$ cat config.mk
export PLATFORM = sky130hd
export DESIGN_NAME = pce_crc_engine
export DESIGN_NICKNAME = d
export VERILOG_FILES = /design/src/rtl/pce_byte_step.v /design/src/rtl/pce_crc_engine.v /design/src/rtl/pce_sum_format.v
export VERILOG_INCLUDE_DIRS = /design/src /design/src/shared
export SDC_FILE = /design/constraint.sdc
export NUM_CORES = 1
export LEC_CHECK = 0
export CAP_MARGIN = 10
export CORE_MARGIN = 1
export CORE_UTILIZATION = 45
export DETAILED_ROUTE_END_ITERATION = 7
export DONT_BUFFER_PORTS = 1
export HOLD_SLACK_MARGIN = 0.12
export MAX_ROUTING_LAYER = met4
export PLACE_DENSITY_LB_ADDON = 0.3
export SYNTH_ARGS = -nofsm -noshare
export SYNTH_HDL_FRONTEND = slang
export SYNTH_SLANG_ARGS = --single-unit
$ cat constraint.sdc
create_clock -name clk_sys -period 3.2 [get_ports clk_sys]
set_input_delay 0.64 -clock clk_sys [delete_from_list [all_inputs] [get_ports clk_sys]]
set_output_delay 0.64 -clock clk_sys [all_outputs]
set_load 0.005 [all_outputs]
$ cat src/shared/pce_defines.vh
/*
 * Constants of the programmable CRC engine: register offsets, mode field
 * positions, reset values and generator polynomials.
 * Assumes inclusion by the rtl files of the engine and by its testbench.
 */
`ifndef PCE_DEFINES_VH
`define PCE_DEFINES_VH

// ==========================================================
// Register byte offsets
`define PCE_OFS_MODE 12'h000
`define PCE_OFS_SEED 12'h004
`define PCE_OFS_SUM 12'h008

// ==========================================================
// Mode register fields
`define PCE_POLY_HI 1
`define PCE_POLY_LO 0
`define PCE_IN_REV 2
`define PCE_IN_INV 3
`define PCE_OUT_REV 4
`define PCE_OUT_INV 5
`define PCE_MODE_W 6

// ==========================================================
// Reset values
`define PCE_MODE_RESET 6'h00
`define PCE_SEED_RESET 32'h0000ffff
`define PCE_SUM_RESET 32'h0000ffff

// ==========================================================
// Generators, written without the top term
`define PCE_POLY_CCITT 16'h1021
`define PCE_POLY_16 16'h8005
`define PCE_POLY_32 32'h04c11db7

// ==========================================================
// AHB-Lite encodings
`define PCE_SIZE_BYTE 3'h0
`define PCE_SIZE_HALF 3'h1
`define PCE_SIZE_WORD 3'h2

`endif

$ cat src/rtl/pce_byte_step.v
/*
 * One byte folded into the running checksum, shifted in msb first.
 * Assumes the caller has already reversed or inverted the byte as the
 * mode asks; purely combinational.
 */
`timescale 1ns/1ps
`include "pce_defines.vh"

module pce_byte_step (
   input wire [31:0] crcIn,
   input wire [7:0] dataByte,
   input wire [1:0] polySel,
   output reg [31:0] crcOut
);

   reg [31:0] wide;
   reg [15:0] narrow;
   reg [15:0] poly16;
   integer i;

   // ==========================================================
   // Eight shift steps per call
   always @* begin
      wide = crcIn ^ {dataByte, 24'h000000};
      narrow = crcIn[15:0] ^ {dataByte, 8'h00};
      poly16 = polySel[0] ? `PCE_POLY_16 : `PCE_POLY_CCITT;
      for (i = 0; i < 8; i = i + 1) begin
         wide = wide[31] ? ({wide[30:0], 1'b0} ^ `PCE_POLY_32) : {wide[30:0], 1'b0};
         narrow = narrow[15] ? ({narrow[14:0], 1'b0} ^ poly16) : {narrow[14:0], 1'b0};
      end
      // Upper bit picks the 32-bit generator
      crcOut = polySel[1] ? wide : {16'h0000, narrow};
   end

endmodule

$ cat src/rtl/pce_crc_engine.v
/*
 * Programmable CRC engine with an AHB-Lite register slave.
 * Assumes a single AHB-Lite master, this slave's hreadyout fed back as
 * hready, and the engine's bus clock already enabled by software.
 * Only haddr[11:0] is decoded, IDLE and BUSY transfers are ignored and
 * every response is OKAY; sizes above a word are treated as a word.
 * Software that reads the checksum straight after a word write sees
 * the bus held for up to five wait states while the bytes drain.
 * Sixteen-bit modes show a zero upper half on every read.
 */
`timescale 1ns/1ps
`include "pce_defines.vh"

module pce_crc_engine (
   input wire clk_sys,
   input wire rst_n,
   input wire hsel,
   input wire [31:0] haddr,
   input wire [1:0] htrans,
   input wire hwrite,
   input wire [2:0] hsize,
   input wire [31:0] hwdata,
   input wire hready,
   output wire hreadyout,
   output reg [31:0] hrdata,
   output wire hresp
);

   // ==========================================================
   // Decoding helpers
   // Byte lanes touched by a transfer of the given size and address
   // Narrow transfers follow the usual little-endian lane layout
   function [3:0] laneMask;
      input [2:0] size;
      input [1:0] addr;
      begin
         case (size)
            `PCE_SIZE_BYTE: laneMask = 4'h1 << addr;
            `PCE_SIZE_HALF: laneMask = addr[1] ? 4'hc : 4'h3;
            default: laneMask = 4'hf;
         endcase
      end
   endfunction

   // Merge written lanes into an old word
   function [31:0] laneMerge;
      input [31:0] oldWord;
      input [31:0] newWord;
      input [3:0] mask;
      integer k;
      begin
         laneMerge = oldWord;
         for (k = 0; k < 4; k = k + 1) begin
            if (mask[k]) begin
               laneMerge[8 * k +: 8] = newWord[8 * k +: 8];
            end
         end
      end
   endfunction

   // Number of bytes a data write carries
   function [2:0] byteCount;
      input [2:0] size;
      begin
         case (size)
            `PCE_SIZE_BYTE: byteCount = 3'h1;
            `PCE_SIZE_HALF: byteCount = 3'h2;
            default: byteCount = 3'h4;
         endcase
      end
   endfunction

   // Word slot match of a data-phase address; shared by all three decodes
   function slotHit;
      input [11:0] addr;
      input [11:0] offset;
      begin
         slotHit = addr[11:2] == offset[11:2];
      end
   endfunction

   // ==========================================================
   // State
   reg [`PCE_MODE_W-1:0] mode;
   reg [31:0] seed;
   reg [31:0] crc;
   reg [31:0] dataBuf;
   reg [2:0] pendCount;
   // Data phase owner, captured from the accepted address phase
   reg dpActive;
   reg dpWrite;
   reg [11:0] dpAddr;
   reg [2:0] dpSize;
   reg rdValid;

   // Register slot decode of the data phase
   wire isWide = mode[`PCE_POLY_HI];
   wire [3:0] dpMask = laneMask(dpSize, dpAddr[1:0]);
   wire dpMode = slotHit(dpAddr, `PCE_OFS_MODE);
   wire dpSeed = slotHit(dpAddr, `PCE_OFS_SEED);
   wire dpSum = slotHit(dpAddr, `PCE_OFS_SUM);
   wire dpDataWr = dpActive && dpWrite && dpSum;
   wire dpSeedWr = dpActive && dpWrite && dpSeed;
   wire dpRead = dpActive && !dpWrite;

   // A new data word may enter when the last pending byte leaves now;
   // taking it earlier would need a second buffer, so the bus waits instead.
   wire canTake = pendCount <= 3'h1;
   wire dataTake = dpDataWr && canTake;

   // ==========================================================
   // Handshake outputs
   // Reads always take one wait state so that hrdata comes from a flop;
   // reads of the checksum wait further while bytes are pending.
   // Data writes hold the bus only while two or more bytes are queued.
   assign hreadyout = !(dpRead && !rdValid) && !(dpDataWr && !canTake);
   assign hresp = 1'b0;

   // ==========================================================
   // Byte preprocessing and the fold
   // Bit mirror of the lowest pending byte, one wire per bit
   wire [7:0] mirByte;
   genvar g;
   generate
      for (g = 0; g < 8; g = g + 1) begin : mirror
         assign mirByte[g] = dataBuf[7 - g];
      end
   endgenerate

   // Lowest byte first; mirror before invert, as the mode asks
   reg [7:0] nextByte;
   always @* begin
      nextByte = mode[`PCE_IN_REV] ? mirByte : dataBuf[7:0];
      if (mode[`PCE_IN_INV]) begin
         nextByte = ~nextByte;
      end
   end

   // Eight shift steps of the selected generator per cycle
   wire [31:0] stepCrc;
   pce_byte_step stepUnit (
      .crcIn(crc),
      .dataByte(nextByte),
      .polySel(mode[`PCE_POLY_HI:`PCE_POLY_LO]),
      .crcOut(stepCrc)
   );

   // Seed as written in this data phase, then preprocessed
   // Lanes the write does not touch keep the stored seed
   wire [31:0] seedMerged = laneMerge(seed, hwdata, dpMask);
   wire [31:0] seedLoad;
   pce_sum_format seedFormat (
      .valueIn(seedMerged),
      .isWide(isWide),
      .doReverse(mode[`PCE_OUT_REV]),
      .doInvert(mode[`PCE_OUT_INV]),
      .valueOut(seedLoad)
   );

   // Running checksum as software sees it
   // Same shaping as the seed path, since it undoes itself
   wire [31:0] sumView;
   pce_sum_format sumFormat (
      .valueIn(crc),
      .isWide(isWide),
      .doReverse(mode[`PCE_OUT_REV]),
      .doInvert(mode[`PCE_OUT_INV]),
      .valueOut(sumView)
   );

   // ==========================================================
   // Address phase capture and data phase tracking
   // Captured only on hready, so a stalled data phase keeps its owner
   always @(posedge clk_sys) begin
      if (!rst_n) begin
         dpActive <= 1'b0;
         dpWrite <= 1'b0;
         dpAddr <= 12'h000;
         dpSize <= 3'h0;
      end else if (hready) begin
         dpActive <= hsel && htrans[1];
         dpWrite <= hwrite;
         dpAddr <= haddr[11:0];
         dpSize <= hsize;
      end
   end

   // ==========================================================
   // Mode and seed registers
   // Byte writes reach mode only on lane 0; seed merges any lanes
   always @(posedge clk_sys) begin
      if (!rst_n) begin
         mode <= `PCE_MODE_RESET;
         seed <= `PCE_SEED_RESET;
      end else begin
         if (dpActive && dpWrite && dpMode && dpMask[0]) begin
            mode <= hwdata[`PCE_MODE_W-1:0];
         end
         if (dpSeedWr) begin
            seed <= seedMerged;
         end
      end
   end

   // ==========================================================
   // Checksum and byte pipeline
   // Seed wins over both the byte step and any incoming data, so a
   // half-processed word is dropped rather than folded into the new seed.
   // Limitation: a mode change while bytes are pending applies to the rest
   // of that word, since the byte step reads the mode live.
   reg [31:0] next_crc;
   reg [31:0] next_dataBuf;
   reg [2:0] next_pendCount;
   always @* begin
      next_crc = crc;
      next_dataBuf = dataBuf;
      next_pendCount = pendCount;
      if (dpSeedWr) begin
         next_crc = seedLoad;
         next_pendCount = 3'h0;
      end else begin
         if (pendCount != 3'h0) begin
            next_crc = stepCrc;
            next_dataBuf = {8'h00, dataBuf[31:8]};
            next_pendCount = pendCount - 3'h1;
         end
         if (dataTake) begin
            // Narrow writes use the lane their address selects
            next_dataBuf = hwdata >> {dpAddr[1:0], 3'b000};
            next_pendCount = byteCount(dpSize);
         end
      end
   end

   // Register stage of the pipeline; only reset bypasses the next values
   always @(posedge clk_sys) begin
      if (!rst_n) begin
         crc <= `PCE_SUM_RESET;
         dataBuf <= 32'h00000000;
         pendCount <= 3'h0;
      end else begin
         crc <= next_crc;
         dataBuf <= next_dataBuf;
         pendCount <= next_pendCount;
      end
   end

   // ==========================================================
   // Read value selection
   // Unmapped offsets read as zero with an OKAY response; the checksum is
   // only offered once no byte is left in the pipeline.
   reg [31:0] readValue;
   reg readOk;
   always @* begin
      readValue = 32'h00000000;
      readOk = 1'b1;
      if (dpMode) begin
         readValue = {26'h0, mode};
      end else if (dpSeed) begin
         readValue = isWide ? seed : {16'h0000, seed[15:0]};
      end else if (dpSum) begin
         readValue = sumView;
         readOk = pendCount == 3'h0;
      end
   end

   // ==========================================================
   // Read data register
   // Loaded once per read, so hrdata cannot move under a waiting master
   always @(posedge clk_sys) begin
      if (!rst_n) begin
         hrdata <= 32'h00000000;
         rdValid <= 1'b0;
      end else if (hready) begin
         rdValid <= 1'b0;
      end else if (dpRead && !rdValid && readOk) begin
         hrdata <= readValue;
         rdValid <= 1'b1;
      end
   end

endmodule

$ cat src/rtl/pce_sum_format.v
/*
 * Reversal and ones-complement of a checksum value, over 16 or 32 bits.
 * Assumes the caller selects the width from the polynomial; combinational.
 * Both directions are their own inverse, so one block serves seed and read.
 */
`timescale 1ns/1ps

module pce_sum_format (
   input wire [31:0] valueIn,
   input wire isWide,
   input wire doReverse,
   input wire doInvert,
   output reg [31:0] valueOut
);

   reg [31:0] rev;
   integer i;

   // ==========================================================
   // Reverse, then complement, then clear unused upper half
   always @* begin
      rev = valueIn;
      for (i = 0; i < 32; i = i + 1) begin
         if (isWide) begin
            rev[i] = valueIn[31 - i];
         end else if (i < 16) begin
            rev[i] = valueIn[15 - i];
         end
      end
      valueOut = doReverse ? rev : valueIn;
      valueOut = doInvert ? ~valueOut : valueOut;
      if (!isWide) begin
         valueOut = {16'h0000, valueOut[15:0]};
      end
   end

endmodule

==> impl_metrics.ini <==
[setup_path]
crit_type = reg -> reg
cp_num_buf_inv = 1
path_max_fanout = 17
critPathLaunchType = flip-flop
path_cells = or4_4 -> nor3_4 -> nand2_1 -> or3_1 -> buf_4 -> nor3_2 -> a22oi_1 -> nor2_1
end_kind = flip-flop
slowest_delay_ns = 0.67
cp_slowest_cell = or3_1
crit_required_ns = 3.57
critPathTopFamily = simple AND/OR/NAND/NOR gates
cp.arrival_ns = 3.28

[global_routing]
grt_max_degree = 62
grt_pass1_vias = 8710
grt_pass1_wl_um = 54200
antenna_found_initial = 1
grt_use_total_pct = 30.8
grt-ovfl-total = 0

[route]
post_drt_wl_per_cell_um = 23.0
viasPerCell = 6.08
vias = 9497
antenna_left = 0
drc = 0
drt-initial-drc-count = 1062
drt_wl_total_um = 36000
first_pass_iters = 7

[die]
rows = 56
initial_core_util_pct = 46.0
dieArea_um2 = 24600
die_x_um = 157
dieHeight_um = 157
io_pins = 108
core_um2 = 23500

[synthesis]
synth_area_um2 = 10800
ys_seq_area_share_pct = 28.7
syn_area_per_cell_um2 = 8.51
synth-seq-cells = 155
ys.flop_type = dfxtp_1
yosys_warnings = 0
syn_nets = 1346
synth_cell_types = 76
async_flop_share_pct = 0
synth_edf_count = 0
netlist_instances = 1269

[clocking]
ctsResizeCount = 0
h-tree-depth = 4
cts_max_path_buffers = 2
cts_buffers = 17
cts_tree = built
cts_num_sinks = 155
ctsHoldBuffers = 0
clock-root-buffer = clkbuf_16
worst_skew_pair.late_latency_ns = 0.44
clk_pin_slew_worst_paths_ns = 0.07
cts_setup_buffers = 0

[status]
status = completed

[final_layout]
nets = 1305
drive_gt1_share_pct = 11.0
finish.utilization_pct = 49.9
stdcell_count = 1561
area_delta_synth_final_pct = 8.47
fin_area_um2 = 11700

[sta]
finalHoldViolations = 0
slew_violations = 0
finalCritPeriodShare_pct = 90.8
worst_pin_slew_ns = 0.726
clock_skew_ns = 0.0130
rsz0062_at_grt = false
fin_crit_ns = 2.91
hold_ws_ns = 0.266
max_freq_mhz = 344
setup_viol = 0
slew_headroom_pct = 51.6
worst_slack_ns = 0.293
setup-tns-final_ns = 0

[placement]
portBuffers = 0
dp_slack_ns = 0.328
dp.cells = 1528
placed_cell_area_um2 = 11100
place_congestion = 1.01
dp.final_hpwl_um = 26500

[run]
drv_cap = 0

[power]
p_leak_nw = 4.51
vdd_drop_max_v = 0.000379
total_power_mw = 10.2
cellPowerDensity_nw_per_um2 = 868

[hold_path]
hp-class = in -> reg
layout make-up:
class	count	area [um2]
Inverter	12	47.5
Clock buffer	18	439
Clock inverter	14	175
Tap cell	319	399
Timing Repair Buffer	52	415
Multi-Input combinational cell	990	7130
Antenna cell	1	2.50
Sequential cell	155	3110
Fill cell	2269	11800
per-layer routing:
metal / track usage (%) / wire length [um] / part of all wire [%]
met5: - / 0 / 0
met4: 12.6 / 1510 / 4.2
met3: 5.73 / 3320 / 9.2
met2: 46.3 / 16100 / 45
met1: 40.3 / 15000 / 42
power by group:
part | switching, mW | internal (mW)
combinational | 2.99 | 2.51
clock | 0.969 | 1.21
sequential | 0.311 | 2.17
total | 4.27 | 5.89
kinds of logic after synthesis:
logic type / Yosys count / synth area share [%]
DFF: 155 / 28.7
AOI/OAI and AO/OA: 308 / 19.3
adders and majority gates: 3 / 0.348
other: 1 / 0.0347
buffers and inverters: 124 / 5.41
xor gates and xnor gates: 175 / 18.1
muxes: 137 / 13.1
and+or+nand+nor: 366 / 14.9
worst paths after layout:
kind / startpoint / slack [ns] / to / cells past startpoint
min reg2reg: dataBuf[14]$_SDFFE_PN0P_ / 0.46 / dataBuf[14]$_SDFFE_PN0P_ / 2
max reg2reg: dpAddr[8]$_SDFFE_PN0P_ / 0.29 / dataBuf[31]$_SDFFE_PN0P_ / 8
min: rst_n / 0.27 / crc[13]$_SDFFE_PN1P_ / 1
max: dpAddr[8]$_SDFFE_PN0P_ / 0.29 / dataBuf[31]$_SDFFE_PN0P_ / 8
cell usage after synthesis, types with 3 or more instances:
cell type,count,area [um2]
xnor2_4,5,138
nor2_1,141,529
xnor3_2,3,71.3
a221oi_1,28,245
mux2i_4,3,67.6
o211a_1,3,30.0
nand2_1,118,443
or3_1,4,25.0
mux2i_1,131,1310
clkbuf_1,78,293
a21oi_1,102,510
dfxtp_1,155,3100
nor2b_1,13,81.3
a22oi_1,16,120
ha_1,3,37.5
a31oi_1,7,43.8
nand3_1,33,165
a222oi_1,4,40.0
xor3_1,4,95.1
clkbuf_8,5,68.8
xnor2_2,6,97.6
buf_1,12,45.0
buf_2,7,35.0
inv_1,10,37.5
o21ai_0,38,190
nor3_1,34,170
buf_4,5,37.5
a211oi_1,34,255
o21a_1,5,37.5
xor2_1,33,289
xnor2_1,110,963
a211oi_2,10,125
and2_1,5,31.3
o211ai_1,39,293
o221ai_1,3,26.3
xnor3_1,10,225
xor2_2,3,48.8
sequential cells by signal, indices dropped and copies added, names as in the netlist, 3 cells and up:
name / count
pendCount: 3
crc: 32
hrdata: 32
dpSize: 3
mode: 6
dpAddr: 12
seed: 32
dataBuf: 32
cells in the final DEF, fill, tap and decap left out, drive strengths merged, types with 3 or more instances in the layout:
master	instances
ha	3
mux2i	135
inv	21
o21a	5
nand3	33
or4	4
or3	4
o221ai	3
clkbuf	18
a222oi	4
a211oi	44
and2	5
nand2	119
xor3	4
a31oi	7
o211a	3
nor3	36
nor2b	13
dfxtp	155
a221oi	28
nor2	141
xor2	36
buf	52
a21oi	103
o21ai	39
a22oi	16
xnor3	14
xnor2	121
o211ai	40
worst register-to-register path, cell delays in order, from the launching register on:
cell	delay (ns)
dfxtp_1	0.32
or4_4	0.58
nor3_4	0.20
nand2_1	0.11
or3_1	0.67
buf_4	0.33
nor3_2	0.41
a22oi_1	0.12
nor2_1	0.12
Power figures use the tool's default switching activity.
